File: config.mk
export PLATFORM = sky130hd
export DESIGN_NAME = fes_host
export DESIGN_NICKNAME = d
export VERILOG_FILES = /design/src/core/fes_host.v
export VERILOG_INCLUDE_DIRS = /design/src /design/src/core
export SDC_FILE = /design/constraint.sdc
export NUM_CORES = 1
export LEC_CHECK = 0
export BUFFER_PORTS_ARGS = -buffer_cell sky130_fd_sc_hd__clkbuf_2
export CAP_MARGIN = 20
export CORE_ASPECT_RATIO = 1.25
export CORE_UTILIZATION = 50
export CTS_CLUSTER_SIZE = 16
export DETAILED_ROUTE_END_ITERATION = 8
export GPL_ROUTABILITY_DRIVEN = 0
export PLACE_DENSITY = 0.71
export SLEW_MARGIN = 30
export SYNTH_ARGS = -nofsm -noshare
export SYNTH_HDL_FRONTEND = slang
export SYNTH_SLANG_ARGS = --single-unit
File: constraint.sdc
create_clock -name clock -period 2.9 [get_ports clock]
set_input_delay 0.435 -clock clock [delete_from_list [all_inputs] [get_ports clock]]
set_output_delay 0.435 -clock clock [all_outputs]
set_load 0.01 [all_outputs]
File: src/core/fes_defines.vh
// constants for the flash erase/suspend host sequencer
`ifndef FES_DEFINES_VH
`define FES_DEFINES_VH
// unlock addresses and data (word mode)
`define FES_UNLOCK1_ADDR   22'h000555
`define FES_UNLOCK2_ADDR   22'h0002AA
`define FES_UNLOCK1_DATA   16'h00AA
`define FES_UNLOCK2_DATA   16'h0055
`define FES_ERASE_SETUP    16'h0080
`define FES_SECTOR_ERASE   16'h0030
`define FES_CHIP_ERASE     16'h0010
`define FES_ERASE_SUSPEND  16'h00B0
`define FES_ERASE_RESUME   16'h0030
`define FES_PROG_SUSPEND   16'h0051
`define FES_PROG_RESUME    16'h0050
`define FES_RESET_CMD      16'h00F0
`define FES_POLL_BIT       7
// bus cycle timing: clock period and strobe low width in ns, strobe width in clock cycles
`define FES_CLK_NS         8
`define FES_STROBE_NS      70
`define FES_STROBE_CYC     ((`FES_STROBE_NS + `FES_CLK_NS - 1) / `FES_CLK_NS)
`define FES_SEQ_LEN        3'd6
`define FES_RESET_LEN      3'd3
`endif

File: src/core/fes_host.v
// host sequencer: issues erase/suspend/resume commands and polls the flash
// Notes on behaviour
// - sector erase is six writes: two unlocks, setup, two unlocks, erase at sector.
// - one sector per erase; wait for completion before the next.
// - chip erase ignores commands; hardware reset aborts; reissue later.
// - erase resume goes to suspended sector; repeats ignored; re-suspend allowed.
// - program resume with any address; repeats ignored; re-suspend allowed.
// - unlock sectors before high voltage; use it only for acceleration.
// - buffered program status valid only at last loaded word.
`include "fes_defines.vh"
module fes_host (
   input  wire        clock,
   input  wire        reset,
   // user side
   input  wire        cmd_valid,
   input  wire [2:0]  cmd_op,
   input  wire [21:0] cmd_addr,
   input  wire [7:0]  cmd_poll_data,
   output wire        cmd_ready,
   output reg         done_q,
   output reg         busy_q,
   output reg         suspended_q,
   output reg  [15:0] rdata_q,
   input  wire        accel_req,
   // flash pins
   output reg  [21:0] flash_addr_q,
   output reg  [15:0] flash_dq_out_q,
   output reg         flash_dq_oe_q,
   input  wire [15:0] flash_dq_in,
   output reg         flash_ce_n_q,
   output reg         flash_we_n_q,
   output reg         flash_oe_n_q,
   output reg         protect_accel_pin
);
   // user operations
   localparam OP_SECTOR = 3'd0, OP_CHIP = 3'd1, OP_ESUSP = 3'd2, OP_ERES = 3'd3;
   localparam OP_PSUSP = 3'd4, OP_PRES = 3'd5, OP_RESET = 3'd6, OP_READ = 3'd7;
   // one-hot states
   localparam S_IDLE = 6'h01, S_WR = 6'h02, S_RD = 6'h04, S_POLL = 6'h08;
   localparam S_GAP = 6'h10, S_DONE = 6'h20;

   reg [5:0]  st_q;
   reg [2:0]  op_q;
   reg [2:0]  idx_q;
   reg [2:0]  len_q;
   reg [7:0]  cnt_q;
   reg [21:0] tgt_q;
   reg [7:0]  pd_q;
   reg [15:0] din_s1_q;
   reg [15:0] din_s2_q;
   reg        acc_s1_q;
   reg        acc_s2_q;
   reg        erasing_q;
   reg        chip_q;
   reg [21:0] wa;
   reg [15:0] wd;
   wire       susp_take;

   // suspend breaks polling: only an erase suspend may enter a running sector erase
   assign susp_take = st_q[3] & erasing_q & ~chip_q & ~suspended_q & ~din_s2_q[`FES_POLL_BIT]
                      & cmd_valid & (cmd_op == OP_ESUSP);
   assign cmd_ready = st_q[0] | susp_take;

   // data bus and accel request pass two flops before use
   always @(posedge clock) begin
      if (reset) begin
         din_s1_q <= 16'h0000;
         din_s2_q <= 16'h0000;
         acc_s1_q <= 1'b0;
         acc_s2_q <= 1'b0;
      end else begin
         din_s1_q <= flash_dq_in;
         din_s2_q <= din_s1_q;
         acc_s1_q <= accel_req;
         acc_s2_q <= acc_s1_q;
      end
   end

   // address/data of write step idx for the current operation
   always @* begin
      wa = `FES_UNLOCK1_ADDR;
      wd = `FES_UNLOCK1_DATA;
      case (op_q)
         OP_SECTOR, OP_CHIP: begin
            case (idx_q)
               3'd0, 3'd3: begin wa = `FES_UNLOCK1_ADDR; wd = `FES_UNLOCK1_DATA; end
               3'd1, 3'd4: begin wa = `FES_UNLOCK2_ADDR; wd = `FES_UNLOCK2_DATA; end
               3'd2: begin wa = `FES_UNLOCK1_ADDR; wd = `FES_ERASE_SETUP; end
               default: begin
                  wa = (op_q == OP_CHIP) ? `FES_UNLOCK1_ADDR : tgt_q;
                  wd = (op_q == OP_CHIP) ? `FES_CHIP_ERASE : `FES_SECTOR_ERASE;
               end
            endcase
         end
         OP_ESUSP: begin wa = tgt_q; wd = `FES_ERASE_SUSPEND; end
         OP_ERES:  begin wa = tgt_q; wd = `FES_ERASE_RESUME; end
         OP_PSUSP: begin wa = tgt_q; wd = `FES_PROG_SUSPEND; end
         OP_PRES:  begin wa = tgt_q; wd = `FES_PROG_RESUME; end
         OP_RESET: begin
            case (idx_q)
               3'd0: begin wa = `FES_UNLOCK1_ADDR; wd = `FES_UNLOCK1_DATA; end
               3'd1: begin wa = `FES_UNLOCK2_ADDR; wd = `FES_UNLOCK2_DATA; end
               default: begin wa = `FES_UNLOCK1_ADDR; wd = `FES_RESET_CMD; end
            endcase
         end
         default: begin wa = tgt_q; wd = 16'h0000; end
      endcase
   end

   // main sequencer: write cycles, then polling reads
   always @(posedge clock) begin
      if (reset) begin
         // reset drops erase; the user reissues it once array read is back
         st_q <= S_IDLE;
         op_q <= OP_READ;
         idx_q <= 3'd0;
         len_q <= 3'd1;
         cnt_q <= 8'h00;
         tgt_q <= 22'h000000;
         pd_q <= 8'h00;
         erasing_q <= 1'b0;
         chip_q <= 1'b0;
         done_q <= 1'b0;
         busy_q <= 1'b0;
         suspended_q <= 1'b0;
         rdata_q <= 16'h0000;
         flash_addr_q <= 22'h000000;
         flash_dq_out_q <= 16'h0000;
         flash_dq_oe_q <= 1'b0;
         flash_ce_n_q <= 1'b1;
         flash_we_n_q <= 1'b1;
         flash_oe_n_q <= 1'b1;
         protect_accel_pin <= 1'b0;
      end else begin
         done_q <= 1'b0;
         // accel voltage on request, only when not erasing
         protect_accel_pin <= acc_s2_q & ~erasing_q;
         case (st_q)
            S_IDLE: begin
               if (cmd_valid) begin
                  op_q <= cmd_op;
                  tgt_q <= cmd_addr;
                  pd_q <= cmd_poll_data;
                  idx_q <= 3'd0;
                  cnt_q <= 8'h00;
                  busy_q <= 1'b1;
                  case (cmd_op)
                     OP_SECTOR, OP_CHIP: len_q <= `FES_SEQ_LEN;
                     OP_RESET: len_q <= `FES_RESET_LEN;
                     default: len_q <= 3'd1;
                  endcase
                  st_q <= (cmd_op == OP_READ) ? S_RD : S_WR;
               end
            end
            S_WR: begin
               // strobe low for the strobe width, then rise to latch data
               flash_addr_q <= wa;
               flash_dq_out_q <= wd;
               flash_dq_oe_q <= 1'b1;
               flash_ce_n_q <= 1'b0;
               flash_oe_n_q <= 1'b1;
               if (cnt_q < `FES_STROBE_CYC) begin
                  flash_we_n_q <= 1'b0;
                  cnt_q <= cnt_q + 8'h01;
               end else begin
                  flash_we_n_q <= 1'b1;
                  cnt_q <= 8'h00;
                  st_q <= S_GAP;
               end
            end
            S_GAP: begin
               flash_ce_n_q <= 1'b1;
               flash_dq_oe_q <= 1'b0;
               if (idx_q + 3'd1 < len_q) begin
                  idx_q <= idx_q + 3'd1;
                  st_q <= S_WR;
               end else if (op_q == OP_SECTOR || op_q == OP_CHIP) begin
                  erasing_q <= 1'b1;
                  chip_q <= (op_q == OP_CHIP);
                  suspended_q <= 1'b0;
                  st_q <= S_RD;
               end else begin
                  // an erase suspend with no sector erase running leaves nothing suspended
                  if (op_q == OP_ESUSP) suspended_q <= erasing_q & ~chip_q;
                  if (op_q == OP_PSUSP) suspended_q <= ~chip_q;
                  if (op_q == OP_ERES || op_q == OP_PRES) suspended_q <= 1'b0;
                  if (op_q == OP_ERES) st_q <= S_RD;
                  else st_q <= S_DONE;
               end
            end
            S_RD: begin
               // read cycle with output enable held for the access time
               // status read only at the operation's own address
               flash_addr_q <= tgt_q;
               flash_ce_n_q <= 1'b0;
               flash_oe_n_q <= 1'b0;
               flash_dq_oe_q <= 1'b0;
               if (cnt_q < `FES_STROBE_CYC + 8'd2) cnt_q <= cnt_q + 8'h01;
               else begin
                  cnt_q <= 8'h00;
                  st_q <= S_POLL;
               end
            end
            S_POLL: begin
               flash_ce_n_q <= 1'b1;
               flash_oe_n_q <= 1'b1;
               rdata_q <= din_s2_q;
               if (susp_take) begin
                  // suspend taken between status reads; sector address is kept
                  op_q <= OP_ESUSP;
                  idx_q <= 3'd0;
                  len_q <= 3'd1;
                  cnt_q <= 8'h00;
                  st_q <= S_WR;
               end else if (op_q == OP_READ) st_q <= S_DONE;
               else if (din_s2_q[`FES_POLL_BIT]) begin
                  erasing_q <= 1'b0;
                  chip_q <= 1'b0;
                  op_q <= OP_READ;
                  st_q <= S_RD;
               end else st_q <= S_RD;
            end
            S_DONE: begin
               busy_q <= 1'b0;
               done_q <= 1'b1;
               st_q <= S_IDLE;
            end
            default: st_q <= S_IDLE;
         endcase
      end
   end
endmodule // fes_host

==> flow_metrics.tcl, run 1 <==
set metrics [dict create \
    io_pins 116 \
    wl_per_cell_um 14.4 \
    peakVddDrop_v 0.000499 \
    port_buffers 99 \
    powerDensity_nw_per_um2 798 \
    finalCriticalPeriod_ps 2380 \
    cts_tree "done" \
    ys_ff_latch 134 \
    antenna_cells 0 \
    cts_max_level 4 \
    core_area_um2 10200 \
    clkPwrFrac 0.412 \
    final_cell_mix "134 x dfxtp_1, 105 x nand2_1, 98 x clkbuf_2, 62 x a21oi_1, 40 x nor2_1" \
    slowest_delay_ps 510 \
    status "finished, final reports clean" \
    skew_ps 8.54 \
    wirelength_um 11900 \
    vias 4473 \
    drive_above_1_share 0.222 \
    cts_inserted_buffers 17 \
    switchingPower_uw 1470 \
    ant_nets 0 \
    route.detailed.drc 0 \
    die-area_um2 10900 \
    syn_avg_cell_area_um2 8.88 \
    root_buffer "clkbuf_16" \
    cp_top_family "compound AO/OA/AOI/OAI gates" \
    start_util 0.517 \
    crit_chain "inv_1 -> ha_1 -> inv_1 -> ha_1 -> a21oi_1 -> o21a_1 -> nor2_1 -> o21ba_2 -> mux2_2" \
    internal_power_uw 3630 \
    final_util 0.629 \
    slowest_stage "dfxtp_1" \
    insertion_delay_ps 410 \
    postSynthCellCount 592 \
    path_class "flop to flop" \
    critical_path_required_ps 3190 \
    hold_ws_ps 233 \
    pwr-share-seq 0.415 \
    hold_violations 0 \
    vias_per_cell 5.42 \
    grt_pass1_vias 4170 \
    synth_edf_count 0 \
    netlist-cell-type-count 60 \
    max_freq_mhz 420 \
    yosysWarnings 0 \
    start_kind "flop" \
    switching_share 0.288 \
    cts.clk_slew.worst_paths_ps 60 \
    cts.path.max_buffers 2 \
    crit_buf_inv 2 \
    grt_max_degree 74 \
    finalSetupViolations 0 \
    hpwl_um 8250 \
    endpoint_kind "flop" \
    hold_class "input pin to flop" \
    cts_setup_buffers 0 \
    syn_to_final_growth_pct 21.6 \
    yosysSeqAreaShare 0.510 \
    async_flop_share 0 \
    num_rows 41 \
    tightest_slew_ps 754 \
    power_frac_comb 0.172 \
    clkSinkCount 134 \
    synth_area_um2 5260 \
    finalNetCount 746 \
    p_total_uw 5100 \
    yosysTopAreaCell "dfxtp_1" \
    fin_crit_sh 0.821 \
    max_cap_viol_count 0 \
    final_max_slew_viol_count 0 \
    grt_pass1_wl_um 19400 \
    crit_arrival_ps 2670 \
    grt.overflow.total 0 \
    chipHeight_um 117 \
    grt_setup_unrepaired "false" \
    p_leak_uw 0.00268 \
    dr.first_iter.drc_count 285 \
    synth_top_area_share 0.510 \
    hold_buffers 0 \
    dr.pass1.iters 5 \
    path_max_fanout 9 \
    grtUsageTotal 0.229 \
    ys_top_cells_by_area "dfxtp_1 51%, nand2_1 7.5%, a21oi_1 5.9%" \
    tns_ps 0 \
    slew_headroom 0.495 \
    layout_commonest_cell "dfxtp_1" \
    antenna_found_initial 0 \
    dieWidth_um 93.7 \
    ys.flop_type "dfxtp_1" \
    cts.repair.resized 0 \
]
==> through the flow <==
stage	cells	area, um2	worst slack (ps)
2_1_floorplan	599	5280	802
3_3_place_gp	794	5800	613
3_5_place_dp	794	5800	582
4_1_cts	826	6390	546
5_1_grt	826	6390	400
6_report	826	6390	519
==> cell usage after synthesis, drive strengths merged, types with 2 or more instances <==
library cell	number
a21oi	62
nor2	40
nor3b	4
nand2	105
o21ba	4
a221oi	2
nor3	13
nor4	3
nand4	3
o21bai	4
ha	9
nand2b	6
nor2b	37
o311ai	2
dfxtp	134
a21o	4
a22o	18
a31oi	6
and3	4
or2	2
a211oi	7
o221a	6
nand3b	3
nand3	9
o21a	4
a41oi	2
o21ai	12
mux2i	3
o211ai	3
a32o	2
and2	4
xor2	2
buf	15
or4	4
inv	12
clkbuf	26
==> final cells by class <==
| cell class | count | area, um2 |
|---|---|---|
| Fill cell | 876 | 3770 |
| Sequential cell | 134 | 2680 |
| Multi-Input combinational cell | 412 | 2350 |
| Timing Repair Buffer | 107 | 558 |
| Clock buffer | 19 | 443 |
| Tap cell | 129 | 161 |
| Clock inverter | 13 | 148 |
| Inverter | 12 | 45.0 |
==> power by group through the flow <==
stage,sequential [uW],combinational (uW),clock (uW)
2_1_floorplan,2130,635,0
3_3_place_gp,2150,855,0
3_5_place_dp,2150,874,0
4_1_cts,2110,880,2140
5_1_grt,2140,988,2230
6_report,2120,878,2100
==> layer usage <==
layer | vias up | global-route usage | wire, um
met4 | 0 | 0.0974 | 187
met5 | - | 0 | 0
met2 | 145 | 0.400 | 6150
met3 | 18 | 0.0684 | 702
li1 | 2227 | - | -
met1 | 2083 | 0.259 | 4890
==> sequential cells by signal, indices dropped and copies added (netlist names), 3 cells and up <==
signal / flops
cnt_q: 8
din_s1_q: 16
din_s2_q: 16
flash_addr_q: 22
flash_dq_out_q: 7
idx_q: 3
len_q: 3
op_q: 3
rdata_q: 16
st_q: 6
tgt_q: 22
==> path summary, 6_finish.rpt <==
path | startpoint | end | slack, ps | cells past startpoint
worst max-delay path | idx_q[2] | idx_q[0] | 520 | 9
worst min register to register | din_s1_q[0] | din_s2_q[0] | 430 | 1
worst max register to register | idx_q[2] | idx_q[0] | 520 | 9
worst min-delay path | flash_dq_in[13] | din_s1_q[13] | 230 | 2
==> kinds of logic after synthesis <==
group	count (synthesis)	synth area share
AOI/OAI and AO/OA	145	0.186
buffers and inverters	53	0.0467
xor gates and xnor gates	2	0.00333
other	1	0.000714
muxes	4	0.00786
and+or+nand+nor	244	0.224
adders and majority gates	9	0.0214
DFF	134	0.510
No activity file was read; power rests on OpenSTA's default activity.
==> inputs of run 2 (changes only) <==
--- a/config.mk
+++ b/config.mk
@@ -6,6 +6,7 @@
 export SDC_FILE = /design/constraint.sdc
 export NUM_CORES = 1
 export LEC_CHECK = 0
+export ABC_AREA = 1
 export BUFFER_PORTS_ARGS = -buffer_cell sky130_fd_sc_hd__clkbuf_2
 export CAP_MARGIN = 20
 export CORE_ASPECT_RATIO = 1.25
@@ -13,7 +14,7 @@
 export CTS_CLUSTER_SIZE = 16
 export DETAILED_ROUTE_END_ITERATION = 8
 export GPL_ROUTABILITY_DRIVEN = 0
-export PLACE_DENSITY = 0.71
+export PLACE_DENSITY = 0.73
 export SLEW_MARGIN = 30
 export SYNTH_ARGS = -nofsm -noshare
 export SYNTH_HDL_FRONTEND = slang
==> constraint.sdc (replaced) <==
create_clock -name clock -period 2 [get_ports clock]
set_input_delay 0.3 -clock clock [delete_from_list [all_inputs] [get_ports clock]]
set_output_delay 0.3 -clock clock [all_outputs]
set_load 0.01 [all_outputs]
==> flow_metrics.tcl, run 2 <==
set metrics [dict create \
    status "finished with violations" \
    violations "DRC" \
    ys.flop_type "dfxtp_1" \
    slowest_delay_ps 370 \
    layout_commonest_cell "dfxtp_1" \
    core_area_um2 11200 \
    power_frac_comb 0.205 \
    clkSinkCount 134 \
    synth_edf_count 0 \
    io_pins 116 \
    insertion_delay_ps 420 \
    dp_worst_setup_slack_ps -96.2 \
    finalNetCount 914 \
    slew_headroom 0.599 \
    antenna_found_initial 0 \
    hpwl_um 9200 \
    final_cells 1000 \
    yosysMostFrequentCell "dfxtp_1" \
    reg.largest.list "flash_addr_q (22), tgt_q (22)" \
    cts_max_level 4 \
    max_cap_viol_count 0 \
    max_freq_mhz 502 \
    chipHeight_um 123 \
    dp_cells 967 \
    use_met3 0.0564 \
    internal_power_uw 5120 \
    crit_arrival_ps 2340 \
    final-seq-area_um2 2690 \
    reg2reg_to "chip_q" \
    num_rows 43 \
    grt_pass1_wl_um 21700 \
    grt_pass1_vias 4790 \
    powerDensity_nw_per_um2 1090 \
    vias_per_cell 5.12 \
    yosysTopAreaCell "dfxtp_1" \
    postSynthCellCount 751 \
    peakVddDrop_v 0.000597 \
    clkPwrFrac 0.397 \
    rr_startpoint "idx_q[1]" \
    tightest_slew_ps 601 \
    whs_endpoint "acc_s1_q" \
    syn_to_final_growth_pct 22.2 \
    hold_start "accel_req" \
    r2r_slack_ps 7 \
    fillers 965 \
    hold_violations 0 \
    cts.path.max_buffers 2 \
    grtUsageTotal 0.230 \
    crit_chain "ha_4 -> ha_4 -> inv_2 -> ha_4 -> nand2_1 -> nand2_1 -> inv_2 -> nand2_4 -> nor2_2 -> nor2_2 -> buf_4 -> nand4_1 -> a21oi_1" \
    p_total_uw 7740 \
    grt.overflow.total 0 \
    wirelength_um 13500 \
    switchingPower_uw 2620 \
    synth_top_area_share 0.461 \
    port_buffers 99 \
    ys_top_cells_by_area "dfxtp_1 46%, nand2_1 7.6%, nor2_1 7.6%" \
    grt_max_degree 65 \
    final_max_slew_viol_count 0 \
    synth_area_um2 5820 \
    root_buffer "clkbuf_16" \
    pwr-share-seq 0.398 \
    final_cell_mix "132 x dfxtp_1, 117 x nor2_1, 112 x nand2_1, 99 x clkbuf_2, 83 x inv_1" \
    ys_ff_latch 134 \
    yosysSeqAreaShare 0.461 \
    fin_area_um2 7110 \
    critical_path_required_ps 2340 \
    dieWidth_um 98.5 \
    vias 5120 \
    fin_crit_sh 0.997 \
    slowest_stage "dfxtp_4" \
    async_flop_share 0 \
    skew_ps 9.39 \
    endpoint_kind "flop" \
    cts_inserted_buffers 17 \
    layout_setup_ws_ps 6.56 \
    route.detailed.drc 8 \
    wl_per_cell_um 13.5 \
    antenna_cells 0 \
    netlist-cell-type-count 39 \
    ff2ff_path_depth 13 \
    multiInputGateArea_um2 2670 \
    ant_nets 0 \
    yosysWarnings 0 \
    finalSetupViolations 0 \
    drive_above_1_share 0.294 \
    p_leak_uw 0.00330 \
    path_max_fanout 4 \
    placed_cell_area_um2 6390 \
    met1_usage 0.253 \
    switching_share 0.338 \
    path_common_cell "ha_4" \
    dr.pass1.iters 7 \
    hold_depth 3 \
    start_kind "flop" \
    syn_avg_cell_area_um2 7.75 \
    hold_class "input pin to flop" \
    start_util 0.520 \
    die-area_um2 12100 \
    path_class "flop to flop" \
    finalCriticalPeriod_ps 1990 \
    cts.clk_slew.worst_paths_ps 70 \
    synth_top_cells_by_count "134 x dfxtp_1, 118 x nand2_1, 118 x nor2_1, 88 x inv_1, 73 x o21ai_0" \
    cts_tree "done" \
    dr.first_iter.drc_count 375 \
    use_met2 0.409 \
    top_usage_layer "met2" \
]
## run 2: changes by cell type after synthesis, moves of 15 or more
cell	change
nand2_2	+20
inv_1	+76
a21oi_1	-25
a21oi_2	+15
o21ai_0	+61
nor2b_1	-37
nor2_1	+78
a22o_1	-17
## run 2: logic make-up (layout without fill, tap and decap cells)
group	count (synthesis)	after routing	synth area share
AOI/OAI and AO/OA	136	136	0.131
xor gates and xnor gates	1	1	0.00151
adders and majority gates	9	9	0.0194
buffers and inverters	138	245	0.104
DFF	134	134	0.461
other	1	8	0.000644
and+or+nand+nor	332	332	0.283
## run 2: how the worst max path moves through the flow
| stage | slack, ps | cells after the start | end | startpoint |
|---|---|---|---|---|
| after global routing | -40 | 13 | erasing_q | idx_q[1] |
| after detailed placement | -100 | 14 | idx_q[0] | idx_q[0] |
| after global placement | 4 | 14 | idx_q[0] | idx_q[0] |
| final | 7 | 13 | chip_q | idx_q[1] |
| after CTS | 10 | 14 | idx_q[0] | idx_q[0] |
| after floorplan | 130 | 14 | idx_q[0] | idx_q[0] |
## run 2: final cells by class
class / instances / area share
clock buffers: 17 / 0.0598
multi-input cells: 486 / 0.375
repair buffers: 110 / 0.0831
flip-flops and latches: 134 / 0.378
inverters: 103 / 0.0554
clock inverters: 15 / 0.0246
well taps: 135 / 0.0238
## run 2: metrics by stage
step / util / hold slack [ps] / setup TNS, ps
after floorplan: - / 388 / 0
after global placement: 0.571 / 389 / 0
after detailed placement: 0.571 / 396 / -364
after CTS: 0.628 / 45.4 / 0
after global routing: 0.635 / 49.7 / -209
final: 0.635 / 56.6 / 0
## run 2: power groups by stage
stage               clock, uW  sequential (uW)  combinational [uW]
CTS                      3120             3080                1540
floorplan                   0             3130                1160
global route             3250             3100                1770
detailed placement          0             3130                1510
finish                   3070             3080                1590
global placement            0             3120                1480
## run 2: worst max-delay path, delay by kind of cell (launching register included)
kind / cells / cell delay (ps)
flip-flops: 1 / 370
AO/OA/AOI/OAI: 1 / 130
buffers and inverters: 3 / 230
AND/OR/NAND/NOR: 6 / 490
adder cells (fa/ha/maj): 3 / 680
## run 2: what timing repair did
| item | 4_1_cts | 5_1_grt |
|---|---|---|
| hold endpoints to repair | 0 | 0 |
| gates resized for setup | 10 | 19 |
| setup endpoints to repair | 7 | 9 |
| pin swaps | 4 | 8 |
| buffers inserted | 0 | 1 |
| hold buffers | 0 | 0 |
## run 2: per-layer routing
| metal | up-vias | part of all wire | wire (um) |
|---|---|---|---|
| met5 | - | 0 | 0 |
| met4 | 0 | 0.032 | 427 |
| met3 | 40 | 0.053 | 721 |
| met2 | 187 | 0.51 | 6940 |
| met1 | 2337 | 0.40 | 5440 |
| li1 | 2556 | - | - |
==> inputs of run 3 (changes only) <==
--- a/config.mk
+++ b/config.mk
@@ -9,7 +9,6 @@
 export ABC_AREA = 1
 export BUFFER_PORTS_ARGS = -buffer_cell sky130_fd_sc_hd__clkbuf_2
 export CAP_MARGIN = 20
-export CORE_ASPECT_RATIO = 1.25
 export CORE_UTILIZATION = 50
 export CTS_CLUSTER_SIZE = 16
 export DETAILED_ROUTE_END_ITERATION = 8
==> flow_metrics.tcl, run 3 (synthesized netlist as in run 2, its figures left out) <==
set metrics [dict create \
    dr.pass1.iters 5 \
    antenna_cells 0 \
    finalNetCount 915 \
    grt_max_degree 55 \
    crit_buf_inv 4 \
    critical_path_required_ps 2310 \
    wl_per_cell_um 12.5 \
    cts_max_level 4 \
    wirelength_um 12600 \
    multiInputGateArea_um2 2650 \
    crit_chain "inv_1 -> ha_1 -> ha_1 -> nand2_1 -> inv_1 -> nand2_1 -> nand2_2 -> inv_2 -> nand2_4 -> nand2_4 -> nand3_4 -> o21ai_2 -> inv_1" \
    fin_crit_sh 0.950 \
    max_freq_mhz 526 \
    ant_nets 0 \
    start_kind "flop" \
    tns_ps 0 \
    slowest_delay_ps 370 \
    use_met3 0.0516 \
    met1_usage 0.267 \
    drive_above_1_share 0.284 \
    dieWidth_um 110 \
    port_buffers 99 \
    slowest_stage "dfxtp_2" \
    cp_top_family "adder cells" \
    path_common_cell "inv_1" \
    grt_pass1_wl_um 20000 \
    start_util 0.512 \
    final_cell_mix "131 x dfxtp_1, 117 x nor2_1, 114 x nand2_1, 99 x clkbuf_2, 86 x inv_1" \
    layout_commonest_cell "dfxtp_1" \
    top_usage_layer "met2" \
    syn_to_final_growth_pct 21.8 \
    vias 4890 \
    endpoint_kind "flop" \
    max_cap_viol_count 0 \
    p_leak_uw 0.00330 \
    crit_arrival_ps 2210 \
    peakVddDrop_v 0.000686 \
    final-seq-area_um2 2690 \
    hpwl_um 8610 \
    route.detailed.drc 0 \
    chipHeight_um 110 \
    status "finished, final reports clean" \
    slew_headroom 0.608 \
    reg.largest.list "flash_addr_q (22), tgt_q (22)" \
    num_rows 39 \
    finalSetupViolations 0 \
    root_buffer "clkbuf_16" \
    use_met2 0.357 \
    final_util 0.623 \
    clkSinkCount 134 \
    fillers 1011 \
    skew_ps 6.09 \
    final_max_slew_viol_count 0 \
    path_max_fanout 4 \
    die-area_um2 12100 \
    grt_pass1_vias 4403 \
    finalCriticalPeriod_ps 1900 \
    insertion_delay_ps 420 \
    dr.first_iter.drc_count 302 \
    antenna_found_initial 0 \
    cts_inserted_buffers 17 \
    hold_class "input pin to flop" \
    tightest_slew_ps 588 \
    cts.path.max_buffers 2 \
    io_pins 116 \
    vias_per_cell 4.86 \
    grt.overflow.total 0 \
    cts.clk_slew.worst_paths_ps 60 \
    hold_violations 0 \
    powerDensity_nw_per_um2 1080 \
    path_class "flop to flop" \
    grtUsageTotal 0.217 \
    core_area_um2 11400 \
    cts_tree "done" \
]
==> run 3: through the flow <==
stage / cells / area (um2) / hold WS (ps) / setup slack, ps / power [uW]
2_1_floorplan: 758 / 5850 / 388 / 129 / 4290
3_3_place_gp: 974 / 6390 / 389 / 11.6 / 4610
3_5_place_dp: 974 / 6390 / 393 / -30.6 / 4630
4_1_cts: 1004 / 6970 / 57.3 / 20.8 / 7620
5_1_grt: 1007 / 7090 / 77.4 / -11.8 / 8000
6_report: 1007 / 7090 / 68.3 / 99.6 / 7620
==> run 3: final cells by class <==
| type | instances | share of cell area |
|---|---|---|
| clock buffer | 21 | 0.0678 |
| clock inverter | 9 | 0.0134 |
| inverter | 103 | 0.0556 |
| multi-input combinational | 486 | 0.374 |
| sequential | 134 | 0.379 |
| tap | 143 | 0.0253 |
| timing repair buffer | 111 | 0.0844 |
==> run 3: final timing paths <==
path	to	slack [ps]	cells after the start	start
hold reg to reg	din_s2_q[11]	400	2	din_s1_q[11]
hold / removal	din_s1_q[1]	70	3	flash_dq_in[1]
setup reg to reg	idx_q[0]	100	13	idx_q[1]
setup / recovery	idx_q[0]	100	13	idx_q[1]
==> run 3: metal layers <==
metal  routed length, um  vias up  share of wire
met5                   0        -              0
li1                    -     2556              -
met4                 269        0          0.021
met1                5830     2189           0.46
met2                5880      122           0.47
met3                 581       23          0.046
==> run 3: repair_timing <==
item	CTS	global route
gates resized for setup	3	20
endpoints found under the setup margin	5	8
cloned	0	0
setup buffers	0	3
pin swaps	0	8
hold buffers	0	0
==> run 3: where the power goes <==
part / total [uW] / internal, uW / switching (uW)
logic: 1570 / 528 / 1050
registers: 3070 / 2910 / 165
clock network: 2970 / 1840 / 1140
total: 7620 / 5270 / 2350
==> run 3: worst reg2reg max path, cell delays in order, from the launching register on <==
cell and delay [ps]:
dfxtp_2 370, inv_1 70, ha_1 320, ha_1 300
nand2_1 60, inv_1 30, nand2_1 60, nand2_2 100
inv_2 90, nand2_4 60, nand2_4 80, nand3_4 80
o21ai_2 140, inv_1 40
